## config.mk

```make
export PLATFORM = sky130hd
export DESIGN_NAME = adc_channel_irq_result_scan
export DESIGN_NICKNAME = d
export VERILOG_FILES = /design/src/adc_chan_pkg.sv /design/src/adc_channel_irq_result_scan.sv
export SDC_FILE = /design/constraint.sdc
export NUM_CORES = 1
export LEC_CHECK = 0
export BUFFER_PORTS_ARGS = -buffer_cell sky130_fd_sc_hd__clkbuf_2
export CAP_MARGIN = 20
export CORE_MARGIN = 4
export CORE_UTILIZATION = 45
export CTS_CLUSTER_DIAMETER = 150
export CTS_CLUSTER_SIZE = 14
export DETAILED_ROUTE_END_ITERATION = 7
export GPL_TIMING_DRIVEN = 0
export PLACE_DENSITY = 0.73
export SLEW_MARGIN = 10
export SYNTH_ARGS = -nofsm -noshare
export SYNTH_HDL_FRONTEND = slang
export SYNTH_SLANG_ARGS = --single-unit
export TNS_END_PERCENT = 5
```

## constraint.sdc

```tcl
create_clock -name core_clk -period 3.95 [get_ports core_clk]
set_clock_uncertainty 0.15 [all_clocks]
set_input_delay 0.395 -clock core_clk [delete_from_list [all_inputs] [get_ports core_clk]]
set_output_delay 0.395 -clock core_clk [all_outputs]
set_load 0.02 [all_outputs]
```

## src/adc_chan_pkg.sv

```systemverilog
// package for the converter channel control block: register indices, fields, reset values
// assumes an apb slave with 32-bit data, one register per aligned word
package adc_chan_pkg;

  // ----------------------------------------------------------------
  // register indices (byte address is four times the index)
  // ----------------------------------------------------------------
  localparam logic [3:0] IDX_POS_SELECT = 4'h1;
  localparam logic [3:0] IDX_IRQ_CONTROL = 4'h2;
  localparam logic [3:0] IDX_IRQ_FLAGS = 4'h3;
  localparam logic [3:0] IDX_RESULT_LOW = 4'h4;
  localparam logic [3:0] IDX_RESULT_HIGH = 4'h5;
  localparam logic [3:0] IDX_INPUT_SCAN = 4'h6;
  localparam logic [3:0] IDX_RESULT_FORMAT = 4'h8;

  // ----------------------------------------------------------------
  // field positions and reset values
  // ----------------------------------------------------------------
  localparam int COND_LSB = 2;
  localparam int LEVEL_LSB = 0;
  localparam int FLAG_BIT = 0;
  localparam int SPAN_LSB = 0;
  localparam int STEP_LSB = 4;
  localparam int POS_LSB = 3;
  localparam logic [7:0] CONTROL_RESET = 8'h00;
  localparam logic [7:0] SCAN_RESET = 8'h00;
  localparam logic [3:0] POS_RESET = 4'h0;
  localparam logic [15:0] RESULT_RESET = 16'h0000;

  // ----------------------------------------------------------------
  // encodings
  // ----------------------------------------------------------------
  localparam logic [1:0] COND_DONE = 2'h0;
  localparam logic [1:0] COND_BELOW = 2'h1;
  localparam logic [1:0] COND_ABOVE = 2'h3;

  typedef enum logic [1:0] {
    FMT_RIGHT12,
    FMT_LEFT12,
    FMT_EIGHT
  } result_format_t;

  typedef struct packed {
    logic psel;
    logic penable;
    logic pwrite;
    logic [11:0] paddr;
    logic [31:0] pwdata;
  } apb_req_t;

  typedef struct packed {
    logic pready;
    logic pslverr;
    logic [31:0] prdata;
  } apb_rsp_t;

  typedef struct packed {
    logic [1:0] irq_condition_select;
    logic [1:0] irq_priority_level;
    logic irq_flag;
    logic [3:0] scan_span;
    logic [3:0] scan_step;
    logic [3:0] positive_input_select;
    logic [1:0] format;
    logic signed_mode;
    logic [15:0] channel_result_word;
    logic [1:0] irq_request;
    logic [3:0] mux_out;
    apb_rsp_t rsp;
  } state_t;

endpackage : adc_chan_pkg

```

## src/adc_channel_irq_result_scan.sv

```systemverilog
// converter channel control: interrupt flag, result formatting, positive input scan
// assumes conv_done is a one-cycle strobe on core_clk with result and compare flags valid
// in the same cycle, and vector_taken is a one-cycle strobe from the interrupt controller
`timescale 1ns/100ps
`default_nettype none

module adc_channel_irq_result_scan (
  input wire logic core_clk,
  input wire logic reset,
  input wire adc_chan_pkg::apb_req_t apb_req,
  output var adc_chan_pkg::apb_rsp_t apb_rsp,
  input wire logic conv_done,
  input wire logic compare_below,
  input wire logic compare_above,
  input wire logic [11:0] conv_result,
  input wire logic vector_taken,
  output logic [1:0] irq_request,
  output logic [3:0] positive_input_sel
);

  adc_chan_pkg::state_t s_q;
  adc_chan_pkg::state_t s_d;
  logic [7:0] res_low;
  logic [7:0] res_high;
  logic flag_event;
  logic wr_acc;
  logic rd_acc;
  logic [3:0] idx;

  // ----------------------------------------------------------------
  // result byte view
  // ----------------------------------------------------------------
  always_comb begin
    res_low = s_q.channel_result_word[7:0];
    res_high = s_q.channel_result_word[15:8];
  end

  // ----------------------------------------------------------------
  // next state
  // ----------------------------------------------------------------
  always_comb begin
    s_d = s_q;
    idx = apb_req.paddr[5:2];
    wr_acc = apb_req.psel && apb_req.penable && apb_req.pwrite;
    // read data fetched in setup so it stands beside ready in the access phase
    rd_acc = apb_req.psel && !apb_req.penable && !apb_req.pwrite;
    // ready registered from setup: access phase has no wait state
    s_d.rsp.pready = apb_req.psel && !apb_req.penable;
    s_d.rsp.pslverr = 1'b0;
    s_d.rsp.prdata = s_q.rsp.prdata;

    case (s_q.irq_condition_select)
      adc_chan_pkg::COND_DONE: flag_event = conv_done;
      adc_chan_pkg::COND_BELOW: flag_event = conv_done && compare_below;
      adc_chan_pkg::COND_ABOVE: flag_event = conv_done && compare_above;
      default: flag_event = 1'b0;
    endcase

    if (conv_done) begin
      // result word formatted at capture; two's complement sign-extended in signed mode, except in left format
      case (adc_chan_pkg::result_format_t'(s_q.format))
        adc_chan_pkg::FMT_LEFT12:
          s_d.channel_result_word = {conv_result[11:4], conv_result[3:0], 4'h0};
        adc_chan_pkg::FMT_EIGHT:
          s_d.channel_result_word = {{8{s_q.signed_mode & conv_result[7]}},
                                     conv_result[7:0]};
        default:
          s_d.channel_result_word = {{4{s_q.signed_mode & conv_result[11]}},
                                     conv_result[11:0]};
      endcase
      if (s_q.scan_span != 4'h0) begin
        if (s_q.scan_step == s_q.scan_span) begin
          s_d.scan_step = 4'h0;
        end else begin
          s_d.scan_step = 4'(s_q.scan_step + 4'h1);
        end
      end
    end

    if (wr_acc) begin
      case (idx)
        adc_chan_pkg::IDX_IRQ_CONTROL: begin
          s_d.irq_condition_select = apb_req.pwdata[adc_chan_pkg::COND_LSB +: 2];
          s_d.irq_priority_level = apb_req.pwdata[adc_chan_pkg::LEVEL_LSB +: 2];
        end
        adc_chan_pkg::IDX_INPUT_SCAN: begin
          s_d.scan_span = apb_req.pwdata[adc_chan_pkg::SPAN_LSB +: 4];
          s_d.scan_step = apb_req.pwdata[adc_chan_pkg::STEP_LSB +: 4];
        end
        adc_chan_pkg::IDX_POS_SELECT:
          s_d.positive_input_select = apb_req.pwdata[adc_chan_pkg::POS_LSB +: 4];
        adc_chan_pkg::IDX_RESULT_FORMAT: begin
          s_d.format = apb_req.pwdata[1:0];
          s_d.signed_mode = apb_req.pwdata[4];
        end
        default: ;
      endcase
    end

    // flag: the set wins over either clear so no event is lost
    if (flag_event) begin
      s_d.irq_flag = 1'b1;
    end else if (vector_taken) begin
      s_d.irq_flag = 1'b0;
    end else if (wr_acc && idx == adc_chan_pkg::IDX_IRQ_FLAGS &&
                 apb_req.pwdata[adc_chan_pkg::FLAG_BIT]) begin
      s_d.irq_flag = 1'b0;
    end

    if (rd_acc) begin
      case (idx)
        adc_chan_pkg::IDX_POS_SELECT:
          s_d.rsp.prdata = {25'h0, s_q.positive_input_select, 3'h0};
        adc_chan_pkg::IDX_IRQ_CONTROL:
          s_d.rsp.prdata = {28'h0, s_q.irq_condition_select, s_q.irq_priority_level};
        adc_chan_pkg::IDX_IRQ_FLAGS: s_d.rsp.prdata = {31'h0, s_q.irq_flag};
        adc_chan_pkg::IDX_RESULT_LOW: s_d.rsp.prdata = {24'h0, res_low};
        adc_chan_pkg::IDX_RESULT_HIGH: s_d.rsp.prdata = {24'h0, res_high};
        adc_chan_pkg::IDX_INPUT_SCAN: s_d.rsp.prdata = {24'h0, s_q.scan_step, s_q.scan_span};
        adc_chan_pkg::IDX_RESULT_FORMAT:
          s_d.rsp.prdata = {27'h0, s_q.signed_mode, 2'h0, s_q.format};
        default: s_d.rsp.prdata = 32'h0;
      endcase
    end

    // request only when enabled and flag set, level carried to the controller
    s_d.irq_request = s_d.irq_flag ? s_d.irq_priority_level : 2'h0;
    // sum wraps modulo sixteen on purpose
    s_d.mux_out = 4'(s_d.positive_input_select +
                     ((s_d.scan_span != 4'h0) ? s_d.scan_step : 4'h0));
  end

  // ----------------------------------------------------------------
  // registers
  // ----------------------------------------------------------------
  always_ff @(posedge core_clk) begin
    if (reset) begin
      s_q <= '0;
    end else begin
      s_q <= s_d;
    end
  end

  assign apb_rsp = s_q.rsp;
  assign irq_request = s_q.irq_request;
  assign positive_input_sel = s_q.mux_out;

  // ----------------------------------------------------------------
  // checks
  // ----------------------------------------------------------------
  flag_set_done_a: assert property (@(posedge core_clk) disable iff (reset)
    conv_done && s_q.irq_condition_select == 2'h0 |=> s_q.irq_flag)
    else $error("flag not set on done");
  flag_below_a: assert property (@(posedge core_clk) disable iff (reset)
    conv_done && !compare_below && s_q.irq_condition_select == 2'h1 && !s_q.irq_flag
    |=> !s_q.irq_flag)
    else $error("flag set without below");
  vector_clear_a: assert property (@(posedge core_clk) disable iff (reset)
    vector_taken && !conv_done |=> !s_q.irq_flag)
    else $error("vector did not clear flag");
  w1c_clear_a: assert property (@(posedge core_clk) disable iff (reset)
    wr_acc && idx == 4'h3 && apb_req.pwdata[0] && !conv_done |=> !s_q.irq_flag)
    else $error("write one did not clear");
  irq_follow_a: assert property (@(posedge core_clk) disable iff (reset)
    s_q.irq_flag && s_q.irq_priority_level != 2'h0 |-> s_q.irq_request != 2'h0)
    else $error("request missing");
  irq_off_a: assert property (@(posedge core_clk) disable iff (reset)
    s_q.irq_priority_level == 2'h0 |-> s_q.irq_request == 2'h0)
    else $error("request while disabled");
  step_wrap_a: assert property (@(posedge core_clk) disable iff (reset)
    conv_done && !wr_acc && s_q.scan_span != 4'h0 && s_q.scan_step == s_q.scan_span
    |=> s_q.scan_step == 4'h0)
    else $error("step did not wrap");
  mux_sum_a: assert property (@(posedge core_clk) disable iff (reset)
    s_q.scan_span != 4'h0 |-> s_q.mux_out == 4'(s_q.positive_input_select + s_q.scan_step))
    else $error("mux sum wrong");
  left_fmt_a: assert property (@(posedge core_clk) disable iff (reset)
    conv_done && s_q.format == 2'h1 && !wr_acc
    |=> s_q.channel_result_word == {$past(conv_result), 4'h0})
    else $error("left format wrong");

  // ----------------------------------------------------------------
  // read data checks
  // ----------------------------------------------------------------
  flag_read_a: assert property (@(posedge core_clk) disable iff (reset)
    rd_acc && idx == adc_chan_pkg::IDX_IRQ_FLAGS
    |=> apb_rsp.prdata == {31'h0, $past(s_q.irq_flag)})
    else $error("flag read wrong");

  low_read_a: assert property (@(posedge core_clk) disable iff (reset)
    rd_acc && idx == adc_chan_pkg::IDX_RESULT_LOW
    |=> apb_rsp.prdata == {24'h0, $past(s_q.channel_result_word[7:0])})
    else $error("low byte read wrong");

  high_read_a: assert property (@(posedge core_clk) disable iff (reset)
    rd_acc && idx == adc_chan_pkg::IDX_RESULT_HIGH
    |=> apb_rsp.prdata == {24'h0, $past(s_q.channel_result_word[15:8])})
    else $error("high byte read wrong");

  scan_read_a: assert property (@(posedge core_clk) disable iff (reset)
    rd_acc && idx == adc_chan_pkg::IDX_INPUT_SCAN
    |=> apb_rsp.prdata == {24'h0, $past(s_q.scan_step), $past(s_q.scan_span)})
    else $error("scan read wrong");

  ctrl_read_a: assert property (@(posedge core_clk) disable iff (reset)
    rd_acc && idx == adc_chan_pkg::IDX_IRQ_CONTROL
    |=> apb_rsp.prdata[3:0] == {$past(s_q.irq_condition_select),
                                $past(s_q.irq_priority_level)})
    else $error("control read wrong");

  // ----------------------------------------------------------------
  // flag checks
  // ----------------------------------------------------------------
  above_set_a: assert property (@(posedge core_clk) disable iff (reset)
    conv_done && compare_above && s_q.irq_condition_select == adc_chan_pkg::COND_ABOVE
    |=> s_q.irq_flag)
    else $error("flag not set above");

  below_set_a: assert property (@(posedge core_clk) disable iff (reset)
    conv_done && compare_below && s_q.irq_condition_select == adc_chan_pkg::COND_BELOW
    |=> s_q.irq_flag)
    else $error("flag not set below");

  above_quiet_a: assert property (@(posedge core_clk) disable iff (reset)
    conv_done && !compare_above && s_q.irq_condition_select == adc_chan_pkg::COND_ABOVE &&
    !s_q.irq_flag |=> !s_q.irq_flag)
    else $error("flag set without above");

  reserved_quiet_a: assert property (@(posedge core_clk) disable iff (reset)
    s_q.irq_condition_select == 2'h2 && !s_q.irq_flag
    |=> !s_q.irq_flag)
    else $error("reserved condition set flag");

  no_event_a: assert property (@(posedge core_clk) disable iff (reset)
    !conv_done && !s_q.irq_flag
    |=> !s_q.irq_flag)
    else $error("flag set without conversion");

  flag_hold_a: assert property (@(posedge core_clk) disable iff (reset)
    s_q.irq_flag && !vector_taken &&
    !(wr_acc && idx == adc_chan_pkg::IDX_IRQ_FLAGS && apb_req.pwdata[0]) |=> s_q.irq_flag)
    else $error("flag lost");

  zero_keep_a: assert property (@(posedge core_clk) disable iff (reset)
    wr_acc && idx == adc_chan_pkg::IDX_IRQ_FLAGS && !apb_req.pwdata[0] &&
    s_q.irq_flag && !vector_taken |=> s_q.irq_flag)
    else $error("zero write cleared flag");

  set_wins_a: assert property (@(posedge core_clk) disable iff (reset)
    flag_event && vector_taken
    |=> s_q.irq_flag)
    else $error("clear beat set");

  // ----------------------------------------------------------------
  // request checks
  // ----------------------------------------------------------------
  irq_level_a: assert property (@(posedge core_clk) disable iff (reset)
    s_q.irq_flag
    |-> s_q.irq_request == s_q.irq_priority_level)
    else $error("request level wrong");

  irq_idle_a: assert property (@(posedge core_clk) disable iff (reset)
    !s_q.irq_flag
    |-> s_q.irq_request == 2'h0)
    else $error("request without flag");

  // ----------------------------------------------------------------
  // format checks
  // ----------------------------------------------------------------
  right_fmt_a: assert property (@(posedge core_clk) disable iff (reset)
    conv_done && s_q.format == 2'h0
    |=> s_q.channel_result_word ==
        {{4{$past(s_q.signed_mode) & $past(conv_result[11])}}, $past(conv_result)})
    else $error("right format wrong");

  eight_fmt_a: assert property (@(posedge core_clk) disable iff (reset)
    conv_done && s_q.format == 2'h2
    |=> s_q.channel_result_word ==
        {{8{$past(s_q.signed_mode) & $past(conv_result[7])}}, $past(conv_result[7:0])})
    else $error("eight-bit format wrong");

  left_low_a: assert property (@(posedge core_clk) disable iff (reset)
    conv_done && s_q.format == 2'h1
    |=> s_q.channel_result_word[3:0] == 4'h0)
    else $error("left low bits not zero");

  word_hold_a: assert property (@(posedge core_clk) disable iff (reset)
    !conv_done
    |=> $stable(s_q.channel_result_word))
    else $error("result changed without conversion");

  fmt_write_a: assert property (@(posedge core_clk) disable iff (reset)
    wr_acc && idx == adc_chan_pkg::IDX_RESULT_FORMAT
    |=> s_q.signed_mode == $past(apb_req.pwdata[4]))
    else $error("signed mode not stored");

  // ----------------------------------------------------------------
  // scan checks
  // ----------------------------------------------------------------
  step_inc_a: assert property (@(posedge core_clk) disable iff (reset)
    conv_done && !wr_acc && s_q.scan_span != 4'h0 && s_q.scan_step != s_q.scan_span
    |=> s_q.scan_step == 4'($past(s_q.scan_step) + 4'h1))
    else $error("step did not advance");

  step_idle_a: assert property (@(posedge core_clk) disable iff (reset)
    s_q.scan_span == 4'h0 && !wr_acc
    |=> $stable(s_q.scan_step))
    else $error("step moved while scan off");

  step_strobe_a: assert property (@(posedge core_clk) disable iff (reset)
    !conv_done && !wr_acc
    |=> $stable(s_q.scan_step))
    else $error("step moved without conversion");

  mux_base_a: assert property (@(posedge core_clk) disable iff (reset)
    s_q.scan_span == 4'h0
    |-> s_q.mux_out == s_q.positive_input_select)
    else $error("base select wrong");

  // ----------------------------------------------------------------
  // register write checks
  // ----------------------------------------------------------------
  level_write_a: assert property (@(posedge core_clk) disable iff (reset)
    wr_acc && idx == adc_chan_pkg::IDX_IRQ_CONTROL
    |=> s_q.irq_priority_level == $past(apb_req.pwdata[1:0]))
    else $error("level not stored");

  cond_write_a: assert property (@(posedge core_clk) disable iff (reset)
    wr_acc && idx == adc_chan_pkg::IDX_IRQ_CONTROL
    |=> s_q.irq_condition_select == $past(apb_req.pwdata[3:2]))
    else $error("condition not stored");

  pos_write_a: assert property (@(posedge core_clk) disable iff (reset)
    wr_acc && idx == adc_chan_pkg::IDX_POS_SELECT
    |=> s_q.positive_input_select == $past(apb_req.pwdata[6:3]))
    else $error("base select not stored");

  span_write_a: assert property (@(posedge core_clk) disable iff (reset)
    wr_acc && idx == adc_chan_pkg::IDX_INPUT_SCAN
    |=> s_q.scan_span == $past(apb_req.pwdata[3:0]))
    else $error("span not stored");

  step_write_a: assert property (@(posedge core_clk) disable iff (reset)
    wr_acc && idx == adc_chan_pkg::IDX_INPUT_SCAN
    |=> s_q.scan_step == $past(apb_req.pwdata[7:4]))
    else $error("step not stored");

  // ----------------------------------------------------------------
  // covers
  // ----------------------------------------------------------------
  done_cov_c: cover property (@(posedge core_clk) conv_done && s_q.irq_condition_select == 2'h0);
  left_cov_c: cover property (@(posedge core_clk) conv_done && s_q.format == 2'h1);
  w1c_cov_c: cover property (@(posedge core_clk) wr_acc && idx == adc_chan_pkg::IDX_IRQ_FLAGS &&
    apb_req.pwdata[0] && s_q.irq_flag);
  wrap_cov_c: cover property (@(posedge core_clk) conv_done && s_q.scan_span != 4'h0 &&
    s_q.scan_step == s_q.scan_span);
  clear_cov_c: cover property (@(posedge core_clk) vector_taken && s_q.irq_flag);

endmodule : adc_channel_irq_result_scan
`default_nettype wire

```

==> results.sh <==
export IMPL_status="completed"
export IMPL_power_leakage_nw=1.62
export IMPL_n_antenna_cell=0
export IMPL_pre_cts_slack_ns=0.814
export IMPL_path_clk_slew_ns=0.09
export IMPL_grt_usage_pct=19.1
export IMPL_layout_nets=498
export IMPL_synth_most_common_cell="dfxtp_1"
export IMPL_crit_path_start_kind="register"
export IMPL_final_instance_count_excl_fill=504
export IMPL_port_buffers=46
export IMPL_synthCells=349
export IMPL_regArea_mm2=0.00102
export IMPL_stdcell_area_mm2=0.00353
export IMPL_maxCapViolCount=0
export IMPL_end_kind="register"
export IMPL_gp_congestion=0.928
export IMPL_synthToLayoutAreaGrowth_pct=17.2
export IMPL_grt_max_degree=15
export IMPL_antenna_left=0
export IMPL_ios=105
export IMPL_die_x_um=89.8
export IMPL_worstPathMaxFanout=5
export IMPL_final_core_utilization_pct=54.9
export IMPL_worstMarginPinSlew_ns=0.552
export IMPL_rows=29
export IMPL_place_area_mm2=0.00343
export IMPL_synth_avg_cell_area_um2=8.63
export IMPL_dieArea_mm2=0.00806
export IMPL_overflow=0
export IMPL_via_count=2658
export IMPL_drc=0
export IMPL_cts_path_max_buffers=2
export IMPL_irDropWorstVdd_uv=136
export IMPL_synth_top_area_share_pct=33.9
export IMPL_cts_sinks=51
export IMPL_fmax_ghz=0.328
export IMPL_dp_cells=496
export IMPL_period_needed_ns=3.05
export IMPL_first_pass_iters=5
export IMPL_max_slew_margin_rel_pct=63.2
export IMPL_vias_per_cell=5.27
export IMPL_rsz0062_at_grt="no"
export IMPL_drive_gt1_share_pct=28.6
export IMPL_synth_top_cell_by_area="dfxtp_1"
export IMPL_drt_wl_total_um=7630
export IMPL_setup_viol=0
export IMPL_worstSetupPathType="reg -> reg"
export IMPL_cts_root_buf="clkbuf_8"
export IMPL_cp_arrival_ns=3.14
export IMPL_hold_buffers=0
export IMPL_ys_warn_count=0
export IMPL_holdWs_ns=0.131
export IMPL_r2r_slack_ns=0.90
export IMPL_post_cts_setup_buffers=0
export IMPL_start_util_pct=46.9
export IMPL_synthTopCellsByArea="dfxtp_1 34%, buf_4 10%, mux2i_1 5.0%, nor2_1 4.7%, a22oi_1 3.2%"
export IMPL_dp_hpwl_um=5980
export IMPL_slew_violations=0
export IMPL_synth_common_cells="51 x dfxtp_1, 41 x buf_4, 38 x nor2_1"
export IMPL_coreArea_mm2=0.00642
export IMPL_synth_edf_count=0
export IMPL_cts_tree="yes"
export IMPL_min_path_type="in -> reg"
export IMPL_power_density_mw_per_mm2=289
export IMPL_ys_seq_area_share_pct=33.9
export IMPL_finalHoldViolCount=0
export IMPL_cts_buffers=5
export IMPL_antenna_found_initial=0
export IMPL_post_route_period_util_pct=77.2
export IMPL_synthArstFlopShare_pct=0
export IMPL_worstSkewPairLatency_ns=0.31
export IMPL_routedWlPerCell_um=15.1
export IMPL_multi_input_area_mm2=0.00167
export IMPL_h_tree_depth=2
export IMPL_yosysUniqueCellTypes=56
export IMPL_drt_iter0_drc=224
export IMPL_synth_flop_cell="dfxtp_1"
export IMPL_cp_data_required_time_ns=4.04
export IMPL_syn_area_mm2=0.00301
export IMPL_grt_pass1_wl_um=12700
export IMPL_die_y_um=89.8
export IMPL_cts_resized=0
export IMPL_nFillCells=614
export IMPL_total_power_mw=1.02
export IMPL_grt_pass1_vias=2583
export IMPL_synth_seq_cells=51
export IMPL_tns_ns=0
export IMPL_fin_ws_ns=0.899
-- cell type report --
class,count,share of cell area (%)
plain buffers,60,11.0
inverters,7,0.745
multi-input cells,255,47.3
repair buffers,46,6.53
clock buffers,8,2.84
flip-flops and latches,51,28.9
well taps,77,2.73
-- worst max-delay path, stage by stage (launching register included) --
cell	delay (ns)
dfxtp_1	0.48
xor2_1	0.12
nor4_2	0.51
o311ai_0	0.19
o21ai_1	0.16
nor2_1	0.07
ha_1	0.28
a21o_1	0.18
a21o_1	0.18
and3_1	0.19
or3_1	0.32
mux2i_1	0.15
-- registers in the layout (all words and copies together), names as in the netlist --
signal,flops
apb_rsp,9
res_low,8
positive_input_sel,4
res_high,8
irq_request,2
s_q,20
-- where the power goes --
| part | total [mW] | switching [mW] | internal, mW |
|---|---|---|---|
| registers | 0.535 | 0.00912 | 0.526 |
| clock network | 0.333 | 0.173 | 0.160 |
| logic | 0.152 | 0.0912 | 0.0607 |
-- routing by layer --
layer | routed length (µm) | track usage, % | part of all wire (%) | up-vias
met1 | 3450 | 25.2 | 45 | 1220
met4 | 104 | 4.98 | 1.4 | 0
met3 | 499 | 5.09 | 6.5 | 10
met5 | 0 | 0 | 0 | -
li1 | - | - | - | 1334
met2 | 3580 | 31.1 | 47 | 94
-- cell families (layout without fill, tap and decap cells) --
| logic type | Yosys count | after routing | synth area share [%] |
|---|---|---|---|
| AND/OR/NAND/NOR | 117 | 117 | 21.3 |
| other | 1 | 25 | 0.125 |
| adder cells (fa/ha/maj) | 7 | 7 | 3.16 |
| flip-flops | 51 | 51 | 33.9 |
| XOR/XNOR | 5 | 5 | 1.45 |
| AO/OA/AOI/OAI | 78 | 78 | 18.3 |
| multiplexers | 23 | 23 | 7.98 |
| buffers and inverters | 67 | 121 | 13.7 |
-- path summary, 6_finish.rpt --
kind,start,end,depth (start not counted)
min,apb_req[45],apb_rsp[33],2
max,s_q[67],positive_input_sel[3],11
min reg2reg,apb_rsp[4],apb_rsp[4],2
max reg2reg,s_q[67],positive_input_sel[3],11
-- layout by cell type, fill, tap and decap left out, types with 3 or more instances in the layout --
cell | Yosys | final
buf_4 | 41 | 41
nor4_1 | 3 | 3
and3_1 | 3 | 3
nor2_1 | 38 | 38
xor2_1 | 5 | 5
a32oi_1 | 3 | 3
inv_1 | 7 | 7
nand3_1 | 11 | 11
a21oi_1 | 16 | 16
and3b_1 | 3 | 3
nor3_1 | 5 | 5
clkbuf_1 | 12 | 13
a211oi_1 | 11 | 11
dfxtp_1 | 51 | 51
clkbuf_2 | 0 | 46
nand2_1 | 19 | 19
conb_1 | 1 | 25
a31oi_1 | 3 | 3
nand2b_1 | 4 | 4
clkbuf_8 | 0 | 7
o21ai_0 | 11 | 11
mux2i_1 | 15 | 15
mux2_2 | 8 | 8
nand3b_1 | 3 | 3
nor2b_1 | 8 | 8
a21o_1 | 3 | 3
a22oi_1 | 13 | 13
or2_2 | 3 | 3
o22ai_1 | 4 | 4
nor3b_1 | 3 | 3
ha_1 | 6 | 6
buf_2 | 6 | 6
Note: power is estimated with default switching activity, not from simulation.
